File: config.mk
export PLATFORM = sky130hd
export DESIGN_NAME = prefetch_ctrl
export DESIGN_NICKNAME = d
export VERILOG_FILES = /design/src/rtl/prefetch_pkg.sv /design/src/rtl/prefetch_ctrl.sv /design/src/rtl/pf_count_calc.sv /design/src/rtl/pf_bound.sv
export VERILOG_INCLUDE_DIRS = /design/src /design/src/rtl
export SDC_FILE = /design/constraint.sdc
export NUM_CORES = 2
export LEC_CHECK = 0
export ABC_AREA = 0
export ABC_CLOCK_PERIOD_IN_PS = 33300
export BUFFER_PORTS_ARGS = -buffer_cell sky130_fd_sc_hd__buf_4
export CORE_MARGIN = 5
export CORE_UTILIZATION = 40
export DETAILED_ROUTE_END_ITERATION = 16
export PLACE_DENSITY = 0.62
export RECOVER_POWER = 50
export SLEW_MARGIN = 30
export SYNTH_ARGS = -nofsm -noshare
export SYNTH_HDL_FRONTEND = slang
export SYNTH_SLANG_ARGS = --single-unit
File: constraint.sdc
create_clock -name ref_clk -period 33.3 [get_ports ref_clk]
set_input_delay 3.33 -clock ref_clk [delete_from_list [all_inputs] [get_ports ref_clk]]
set_output_delay 3.33 -clock ref_clk [all_outputs]
set_load 0.005 [all_outputs]
File: src/rtl/prefetch_cfg.svh
// Constants of the read pre-fetch controller
`ifndef PREFETCH_CFG_SVH
`define PREFETCH_CFG_SVH
`define PF_SETTING_W 16
`define PF_COUNT_W 16
`define PF_LBA_W 32
`define PF_SET_MSB_BYTE 8
`define PF_RST_COUNT 16'h0000
`define PF_RST_LBA 32'h0000_0000
`define PF_RST_ONE 16'h0001
`endif

File: src/rtl/prefetch_pkg.sv
// Types of the read pre-fetch controller
package prefetch_pkg;
  typedef enum logic [1:0] {
    ST_IDLE = 2'b00,
    ST_PLAN = 2'b01,
    ST_FETCH = 2'b10,
    ST_WAIT = 2'b11
  } pf_state_e;

  typedef enum logic [1:0] {
    END_NONE = 2'b00,
    END_DONE = 2'b01,
    END_ABANDON = 2'b10,
    END_ERROR = 2'b11
  } pf_end_e;
endpackage : prefetch_pkg

File: src/rtl/prefetch_ctrl.sv
// Anticipatory read pre-fetch controller
`timescale 1ns/1ps
`include "prefetch_cfg.svh"
module prefetch_ctrl
  import prefetch_pkg::*;
#(
  parameter int CW = `PF_COUNT_W,
  parameter int AW = `PF_LBA_W,
  parameter bit DEFER_ERRORS = 1'b1
) (
  input wire logic ref_clk,
  input wire logic srst,
  input wire logic read_valid,
  input wire logic [AW-1:0] read_lba,
  input wire logic [CW-1:0] read_len,
  input wire logic length_scale_flag,
  input wire logic [CW-1:0] disable_len,
  input wire logic [CW-1:0] min_prefetch,
  input wire logic [CW-1:0] max_prefetch,
  input wire logic [CW-1:0] max_ceiling,
  input wire logic [AW-1:0] last_lba,
  input wire logic cmd_pending,
  input wire logic media_ready,
  input wire logic media_done,
  input wire logic media_error,
  input wire logic media_error_fatal,
  output logic fetch_req,
  output logic [AW-1:0] fetch_lba,
  output logic busy,
  output logic end_pulse,
  output logic abandoned,
  output logic [CW-1:0] fetched_count,
  output logic err_now,
  output logic err_deferred
);
  typedef struct packed {
    pf_state_e st;
    logic [AW-1:0] lba;
    logic [CW-1:0] done_cnt;
    logic [CW-1:0] min_cnt;
    logic [CW-1:0] max_cnt;
    logic no_abandon;
    logic req;
    logic end_p;
    logic aband;
    logic [CW-1:0] fetched;
    logic err_n;
    logic err_d;
    logic [AW-1:0] next_lba;
    logic [CW-1:0] next_len;
    logic bsy;
  } pf_s;

  pf_s s_reg;
  pf_s s_next;
  logic [CW-1:0] min_calc;
  logic [CW-1:0] max_calc;
  logic [CW-1:0] max_bound;
  logic [CW-1:0] min_bound;
  logic [AW-1:0] after_read;
  logic allow;

  // Settings arrive already assembled from the high and low page bytes
  pf_count_calc #(.CW(CW)) u_min (
    .scale(length_scale_flag),
    .setting(min_prefetch),
    .req_len(s_reg.next_len),
    .ceiling(max_ceiling),
    .clamp_en(1'b0),
    .count(min_calc)
  );

  pf_count_calc #(.CW(CW)) u_max (
    .scale(length_scale_flag),
    .setting(max_prefetch),
    .req_len(s_reg.next_len),
    .ceiling(max_ceiling),
    .clamp_en(1'b1),
    .count(max_calc)
  );

  pf_bound #(.CW(CW), .AW(AW)) u_bmax (
    .start_lba(s_reg.next_lba),
    .last_lba(last_lba),
    .want(max_calc),
    .allowed(max_bound)
  );

  pf_bound #(.CW(CW), .AW(AW)) u_bmin (
    .start_lba(s_reg.next_lba),
    .last_lba(last_lba),
    .want(min_calc),
    .allowed(min_bound)
  );

  assign after_read = read_lba + {{(AW-CW){1'b0}}, read_len};
  assign allow = (disable_len != `PF_RST_COUNT) && (read_len <= disable_len);

  always_comb begin
    s_next = s_reg;
    s_next.end_p = 1'b0;
    s_next.err_n = 1'b0;
    s_next.err_d = 1'b0;
    case (s_reg.st)
      ST_IDLE: begin
        if (read_valid && allow) begin
          s_next.next_lba = after_read;
          s_next.next_len = read_len;
          s_next.st = ST_PLAN;
        end
      end
      ST_PLAN: begin
        s_next.lba = s_reg.next_lba;
        s_next.max_cnt = max_bound;
        s_next.min_cnt = (min_bound > max_bound) ? max_bound : min_bound;
        s_next.no_abandon = (min_prefetch == max_prefetch);
        s_next.done_cnt = `PF_RST_COUNT;
        s_next.aband = 1'b0;
        if (max_bound == `PF_RST_COUNT) begin
          s_next.end_p = 1'b1;
          s_next.fetched = `PF_RST_COUNT;
          s_next.st = ST_IDLE;
        end else begin
          s_next.req = 1'b1;
          s_next.st = ST_FETCH;
        end
      end
      ST_FETCH: begin
        if (media_ready) begin
          s_next.req = 1'b0;
          s_next.st = ST_WAIT;
        end
      end
      ST_WAIT: begin
        if (media_done || media_error) begin
          s_next.done_cnt = s_reg.done_cnt + `PF_RST_ONE;
          s_next.lba = s_reg.lba + {{(AW-1){1'b0}}, 1'b1};
          if (media_error && media_error_fatal) begin
            s_next.err_n = !DEFER_ERRORS;
            s_next.err_d = DEFER_ERRORS;
            s_next.aband = 1'b1;
            s_next.end_p = 1'b1;
            s_next.fetched = s_reg.done_cnt;
            s_next.st = ST_IDLE;
          end else if (s_next.done_cnt >= s_reg.max_cnt) begin
            s_next.end_p = 1'b1;
            s_next.fetched = s_next.done_cnt;
            s_next.st = ST_IDLE;
          end else if (cmd_pending && !s_reg.no_abandon &&
                       (s_next.done_cnt > s_reg.min_cnt)) begin
            s_next.end_p = 1'b1;
            s_next.aband = 1'b1;
            s_next.fetched = s_next.done_cnt;
            s_next.st = ST_IDLE;
          end else begin
            s_next.req = 1'b1;
            s_next.st = ST_FETCH;
          end
        end
      end
      default: begin
        s_next.st = ST_IDLE;
      end
    endcase
    // A newer read while fetching only overwrites next_lba and next_len; the running fetch goes on unchanged
    if (s_reg.st != ST_IDLE && s_reg.st != ST_PLAN && read_valid) begin
      s_next.next_lba = after_read;
      s_next.next_len = read_len;
    end
    // Registered so the busy output comes straight from a flop
    s_next.bsy = (s_next.st != ST_IDLE);
  end

  always_ff @(posedge ref_clk) begin
    if (srst) begin
      s_reg <= '0;
    end else begin
      s_reg <= s_next;
    end
  end

  assign fetch_req = s_reg.req;
  assign fetch_lba = s_reg.lba;
  assign busy = s_reg.bsy;
  assign end_pulse = s_reg.end_p;
  assign abandoned = s_reg.aband;
  assign fetched_count = s_reg.fetched;
  assign err_now = s_reg.err_n;
  assign err_deferred = s_reg.err_d;
endmodule : prefetch_ctrl

File: src/rtl/pf_count_calc.sv
// Scaled and clamped pre-fetch count computation
`timescale 1ns/1ps
`include "prefetch_cfg.svh"
module pf_count_calc #(
  parameter int CW = `PF_COUNT_W
) (
  input wire logic scale,
  input wire logic [CW-1:0] setting,
  input wire logic [CW-1:0] req_len,
  input wire logic [CW-1:0] ceiling,
  input wire logic clamp_en,
  output logic [CW-1:0] count
);
  logic [2*CW-1:0] prod;
  logic [CW-1:0] sat;

  always_comb begin
    prod = {{CW{1'b0}}, setting} * {{CW{1'b0}}, req_len};
    // Saturate instead of wrapping when the product overflows
    if (!scale) begin
      sat = setting;
    end else if (|prod[2*CW-1:CW]) begin
      sat = {CW{1'b1}};
    end else begin
      sat = prod[CW-1:0];
    end
    if (clamp_en && (sat > ceiling)) begin
      count = ceiling;
    end else begin
      count = sat;
    end
  end
endmodule : pf_count_calc

File: src/rtl/pf_bound.sv
// Limits a fetch span to the end of the medium
`timescale 1ns/1ps
`include "prefetch_cfg.svh"
module pf_bound #(
  parameter int CW = `PF_COUNT_W,
  parameter int AW = `PF_LBA_W
) (
  input wire logic [AW-1:0] start_lba,
  input wire logic [AW-1:0] last_lba,
  input wire logic [CW-1:0] want,
  output logic [CW-1:0] allowed
);
  logic [AW:0] room;

  always_comb begin
    if (start_lba > last_lba) begin
      room = '0;
    end else begin
      room = {1'b0, last_lba} - {1'b0, start_lba} + {{AW{1'b0}}, 1'b1};
    end
    if (room < {{(AW+1-CW){1'b0}}, want}) begin
      allowed = room[CW-1:0];
    end else begin
      allowed = want;
    end
  end
endmodule : pf_bound

Yosys cells after proc, flatten, opt, wreduce, memory -nomap -nowiden
Index checks and enable logic that the tools add are counted.
Storage, ports and cells
  register bits after elaboration: 153
  output and inout bits: 54
  word-level logic and storage cells: 110
Cells by class
  $add $sub $neg: 5
  multipliers: 2
  order comparisons: 8
  equality and inequality tests: 15
  multiplexer cells: 37
  bitwise operators: 2
  reduce and logical (&&, ||, !) cells: 26
Operators by type and width (count)
  $mux W16: 10
  $mux W48: 3
  $pmux W48 S2: 1
  $lt A33 B16 Y1: 2
  $mul A16 B16 Y32: 2
  $mux W50: 1
  $gt A16 B16 Y1: 3
  $mux W18: 2
  $pmux W18 S2: 1
  $add A33 B1 Y33 const B: 1
  $mux W33: 1
  $sub A32 B32 Y33: 1
  $add A32 B1 Y32 const B: 1
  $add A32 B16 Y32: 1
  $gt A32 B32 Y1: 1
  $reduce_or A16 Y1: 2
  $mux W21: 1
  $add A16 B1 Y16 const B: 1
  $eq A16 B16 Y1: 1
  $ge A16 B16 Y1: 1
  $le A16 B16 Y1: 1
  $logic_not A16 Y1: 1
  $reduce_bool A16 Y1: 1
  $ne A2 B2 Y1 const B: 7
  20 further kinds: 48

Depth between registers and ports, before layout
  depth in word-level cells: 12
  depth in mapped cells: 72
  gate-level depth less buffers: 63

Cells and area by module
A second synthesis with hierarchy kept.
Unflattened totals
  cells, all modules: 4766
  area, all modules: 37399.6 um^2
Modules (own cells, without submodules)
  prefetch_ctrl: times used 1, cells each 1275, area an instance 9928.3 um^2, sequential area each 3042.9 um^2
  pf_count_calc at u_min: times used 1, cells each 1180, area an instance 9736.8 um^2, sequential area each 0.0 um^2
  pf_count_calc at u_max: times used 1, cells each 1139, area an instance 9576.7 um^2, sequential area each 0.0 um^2
  pf_bound: times used 2, cells each 586, area an instance 4078.9 um^2, sequential area each 0.0 um^2

Worst setup path before layout
No wires, ideal clock.
  kind: input -> register
  start point: input port max_prefetch[13]
  end point: register s_reg[87] in the netlist's numbering
  data arrival time: 16.254 ns
  required time: 33.230 ns
  setup slack: 16.977 ns
  stages: 65
  path through: clkbuf_1 > clkbuf_1 > nand2_1 > fa_1 > fa_1 > fa_1 > fa_1 > fa_1 > inv_1 > fa_1 > ha_1 > clkbuf_1 > nand4_1 > or3_4 > a2111oi_4 > mux2i_1 > nand4_1 > nor4_1 > (+29 left out) > inv_1 > ha_1 > a21oi_1 > nor2b_1 > o21ai_0 > nand2b_1 > a21oi_1 > nor2b_1 > o21ai_0 > nand2b_1 > a221oi_1 > nand2b_1 > o21ai_0 > a211o_1 > nor3_2 > buf_6 > mux2_2 > a21oi_1
Between the ends
  word-level cells in the longest chain between the ends: 10
RTL lines
  start, declared: RTL line prefetch_ctrl.sv:19  | input wire logic [CW-1:0] max_prefetch,
  $mul A16 B16 Y32: RTL line pf_count_calc.sv:18  | prod = {{CW{1'b0}}, setting} * {{CW{1'b0}}, req_len};
  $reduce_or A16 Y1: RTL line pf_count_calc.sv:22  | end else if (|prod[2*CW-1:CW]) begin
  $mux W16: RTL line pf_count_calc.sv:22
  $mux W16 (*): RTL line pf_count_calc.sv:20  | if (!scale) begin
  $gt A16 B16 Y1: RTL line pf_count_calc.sv:27  | if (clamp_en && (sat > ceiling)) begin
  $mux W16 (*): RTL line pf_count_calc.sv:27
  $lt A33 B16 Y1: RTL line pf_bound.sv:21  | if (room < {{(AW+1-CW){1'b0}}, want}) begin
  $mux W16 (*): RTL line pf_bound.sv:21
  $gt A16 B16 Y1: RTL line prefetch_ctrl.sv:115  | s_next.min_cnt = (min_bound > max_bound) ? max_bound : min_bound;
  $mux W16 (*): RTL line prefetch_ctrl.sv:115
  end signal, assigned: RTL line prefetch_ctrl.sv:178  | s_reg <= s_next;
  end, declared: RTL line prefetch_ctrl.sv:54  | pf_s s_reg;
Every way passes the cells marked *; elsewhere a longest branch is shown, timed or not.
A chain may end at the register's enable or synchronous reset.

Worst setup path after layout
  start point: input port max_prefetch[9]
  end point: register s_reg[87] in the netlist's numbering
The elaborated chain is that of the path after synthesis.

==> impl_metrics.py <==
metrics = {
    "clocking": {
        "root_buffer": "clkbuf_16",
        "cts_max_path_buffers": 2,
        "htreeDepth": 4,
        "ctsHoldBuffers": 0,
        "post_cts_buffers": 0,
        "worstSkewPairLatency_ps": 450,
        "cts-buffers-inserted": 17,
        "clock-sinks": 152,
        "cts.clk_slew.worst_paths_ps": 70,
        "cts_resized": 0,
        "cts_tree": "built",
    },
    "outcome": {
        "status": "finished, violations left",
        "failed_checks": "max-capacitance violations, max-slew violations",
    },
    "flow_run": {
        "maxCapViolations": 4,
    },
    "critical_path": {
        "worst_path_largest_cell_delay_ps": 580,
        "ff2ff_path_depth": 61,
        "crit_family": "adder cells",
        "crit_fanout": 25,
        "cp_data_required_time_ps": 33680,
        "crit_type": "primary input to register",
        "critPathLaunchType": "primary input",
        "critPathBufInv": 8,
        "reg2reg_slack_ps": 18640,
        "timing.rr.start": "s_reg[2]",
        "crit_path_top_delay_cell": "fa_1",
        "crit_path_end_kind": "register",
        "critical_path.startpoint": "max_prefetch[9]",
        "r2r-end": "s_reg[87]",
        "crit_arrival_ps": 17100,
    },
    "synth": {
        "syn-mean-instance-area_um2": 7.870,
        "syn-num-nets": 5228,
        "synthCells": 4255,
        "yosys_most_used_dff": "dfxtp_1",
        "syn_area_um2": 33490,
        "synth-edff-count": 0,
        "synth_top_area_share_pct": 23.32,
        "synth.area.top_cells": "fa_1 (23%), ha_1 (16%), dfxtp_1 (9.1%)",
        "synth_top_area_cell": "fa_1",
        "ys_seq_elements": 152,
        "yosysUniqueCellTypes": 89,
        "async_flop_share_pct": 0,
        "ys.warnings.count": 0,
        "synth_seq_area_share_pct": 9.087,
    },
    "worst_hold_path": {
        "min_from": "s_reg[86]",
        "hold_path_class": "register to register",
        "hold_path_end": "s_reg[86]",
        "hold_depth": 2,
    },
    "routing": {
        "vias": 29050,
        "via_per_inst": 5.456,
        "routed_wl_mm": 100.8,
        "first_iter_violations": 1966,
        "first_pass_iters": 5,
        "drcViolationCount": 0,
        "drt-wirelength-per-cell_um": 18.93,
        "ant_nets": 0,
    },
    "layout": {
        "postLayoutCoreUtil_pct": 43.11,
        "largest_reg_flops": 99,
        "finalNetCount": 5203,
        "drive_gt1_share_pct": 7.141,
        "fin_cells": 5325,
        "area_growth_pct": 7.219,
    },
    "global_routing": {
        "grt_pass1_wl_mm": 161.6,
        "grt-ovfl-total": 0,
        "grt_use_total_pct": 22.40,
        "antenna_found_initial": 2,
        "grt_pass1_vias": 29420,
        "grt_max_degree": 78,
    },
    "floorplanning": {
        "die_h_um": 299.3,
        "ios": 207,
        "coreArea_um2": 83290,
        "chipWidth_um": 299.3,
        "num_rows": 106,
        "die_area_um2": 89600,
        "start_util_pct": 40.20,
    },
    "place": {
        "placedCellCount": 5290,
        "dp_hpwl_mm": 81.31,
        "numPortBuffers": 205,
        "place_congestion": 0.9510,
    },
    "power": {
        "comb_power_share_pct": 72.6,
        "p_leak_nw": 16.87,
        "switching_share_pct": 52.77,
        "p_switching_w": 0.0008057,
        "power_frac_seq_pct": 14.0,
        "p_per_area_nw_per_um2": 42.52,
        "internal_power_w": 0.0007210,
        "clockPowerShare_pct": 13.4,
        "vdd_drop_max_uv": 28.97,
    },
    "sta": {
        "worst_clock_skew_ps": 21.65,
        "final-hold-violation-count": 0,
        "finalCritPeriodShare_pct": 50.21,
        "rsz0062_at_grt": "false",
        "setup_viol": 0,
        "drv_slew": 172,
        "max_freq_mhz": 59.81,
        "tightest_slew_ps": 3738,
        "layout_min_cycle_time_ps": 16720,
        "relSlewSlack_pct": -149.2,
        "setup_tns_ps": 0,
    },
}
-- cell families after synthesis --
logic type | count (synthesis) | share of synthesized area (%)
XOR/XNOR | 121 | 3.165
adder cells (fa/ha/maj) | 820 | 39.38
AND/OR/NAND/NOR | 1377 | 20.20
buffers and inverters | 944 | 11.29
other | 1 | 0.01120
flip-flops | 152 | 9.087
multiplexers | 49 | 1.491
AO/OA/AOI/OAI | 791 | 15.37
-- worst register-to-register path, delay by kind of cell, from the launching register on --
family                   cells  cell delay (ps)
adder cells (fa/ha/maj)     10             3860
AO/OA/AOI/OAI               22             4890
buffers and inverters        8             1570
XOR/XNOR                     1              160
multiplexers                 2              690
flip-flops                   1              670
AND/OR/NAND/NOR             18             2780
-- layer usage --
layer,wire length (um),track usage [%]
met1,42270,28.31
met4,4658,9.590
met2,48310,38.26
met5,0,0
met3,5588,3.252
-- cell type report --
| cell class | count | area, um^2 |
|---|---|---|
| tap | 1080 | 1351 |
| inverter | 666 | 2500 |
| fill | 8533 | 47390 |
| multi-input combinational | 3159 | 26720 |
| clock inverter | 15 | 178.9 |
| antenna | 2 | 5.005 |
| sequential | 152 | 3043 |
| clock buffer | 17 | 425.4 |
| timing repair buffer | 234 | 1683 |
-- stage by stage --
| stage | cell area [um^2] | hold WS, ps | setup WS (ps) | power, W |
|---|---|---|---|---|
| 2_1_floorplan | 33490 | 426.7 | 16980 | 0.001026 |
| 3_3_place_gp | 35340 | 446.7 | 16520 | 0.001303 |
| 3_5_place_dp | 35350 | 448.2 | 16220 | 0.001310 |
| 4_1_cts | 35960 | 459.5 | 16630 | 0.001526 |
| 5_1_grt | 35900 | 479.5 | 15400 | 0.001688 |
| 6_report | 35900 | 456.3 | 16580 | 0.001527 |
-- layout by cell type (no fill, tap or decap), types with 9 or more instances in the layout --
| cell type | instances |
|---|---|
| mux2i_1 | 42 |
| o21ai_2 | 11 |
| a211oi_1 | 53 |
| o21bai_1 | 14 |
| a21o_1 | 61 |
| or3_1 | 27 |
| nor4_1 | 13 |
| dfxtp_1 | 152 |
| nand4_1 | 61 |
| nand2b_1 | 17 |
| a2111oi_0 | 9 |
| clkbuf_16 | 17 |
| a31oi_1 | 25 |
| ha_1 | 430 |
| nor2_1 | 245 |
| o211ai_1 | 13 |
| nand2_1 | 469 |
| a21oi_1 | 229 |
| nor3_1 | 52 |
| and2_1 | 328 |
| clkbuf_4 | 38 |
| a22oi_1 | 20 |
| buf_4 | 176 |
| clkbuf_1 | 19 |
| o22ai_1 | 28 |
| inv_1 | 666 |
| o311ai_0 | 9 |
| o21ai_0 | 169 |
| or2_2 | 10 |
| o31a_1 | 9 |
| xor2_1 | 52 |
| nand3_1 | 66 |
| fa_1 | 390 |
| o21a_1 | 39 |
| and3_1 | 33 |
| xnor2_1 | 69 |
| nor2b_1 | 22 |
-- worst max-delay path by stage --
stage	to	slack [ps]	cells past startpoint
floorplan	s_reg[87]	16980	65
global placement	s_reg[87]	16520	61
detailed placement	s_reg[87]	16220	60
CTS	s_reg[87]	16630	61
global route	s_reg[96]	15400	62
finish	s_reg[87]	16580	60
-- synth_stat cells (all sizes together), types with 62 or more instances --
| master | instances |
|---|---|
| and2 | 330 |
| ha | 430 |
| inv | 666 |
| o21ai | 185 |
| nand3 | 66 |
| nand4 | 62 |
| buf | 66 |
| clkbuf | 212 |
| fa | 390 |
| nor2 | 246 |
| xnor2 | 69 |
| dfxtp | 152 |
| a21o | 62 |
| a21oi | 229 |
| nand2 | 469 |
-- power by group through the flow --
stage               clock, W  combinational (W)  sequential (W)
floorplan                  0           0.000815        0.000211
global placement           0            0.00109        0.000218
detailed placement         0            0.00109        0.000218
CTS                 0.000209            0.00110        0.000214
global route        0.000215            0.00126        0.000216
finish              0.000204            0.00111        0.000214
Note: power is estimated with default switching activity, not from simulation.
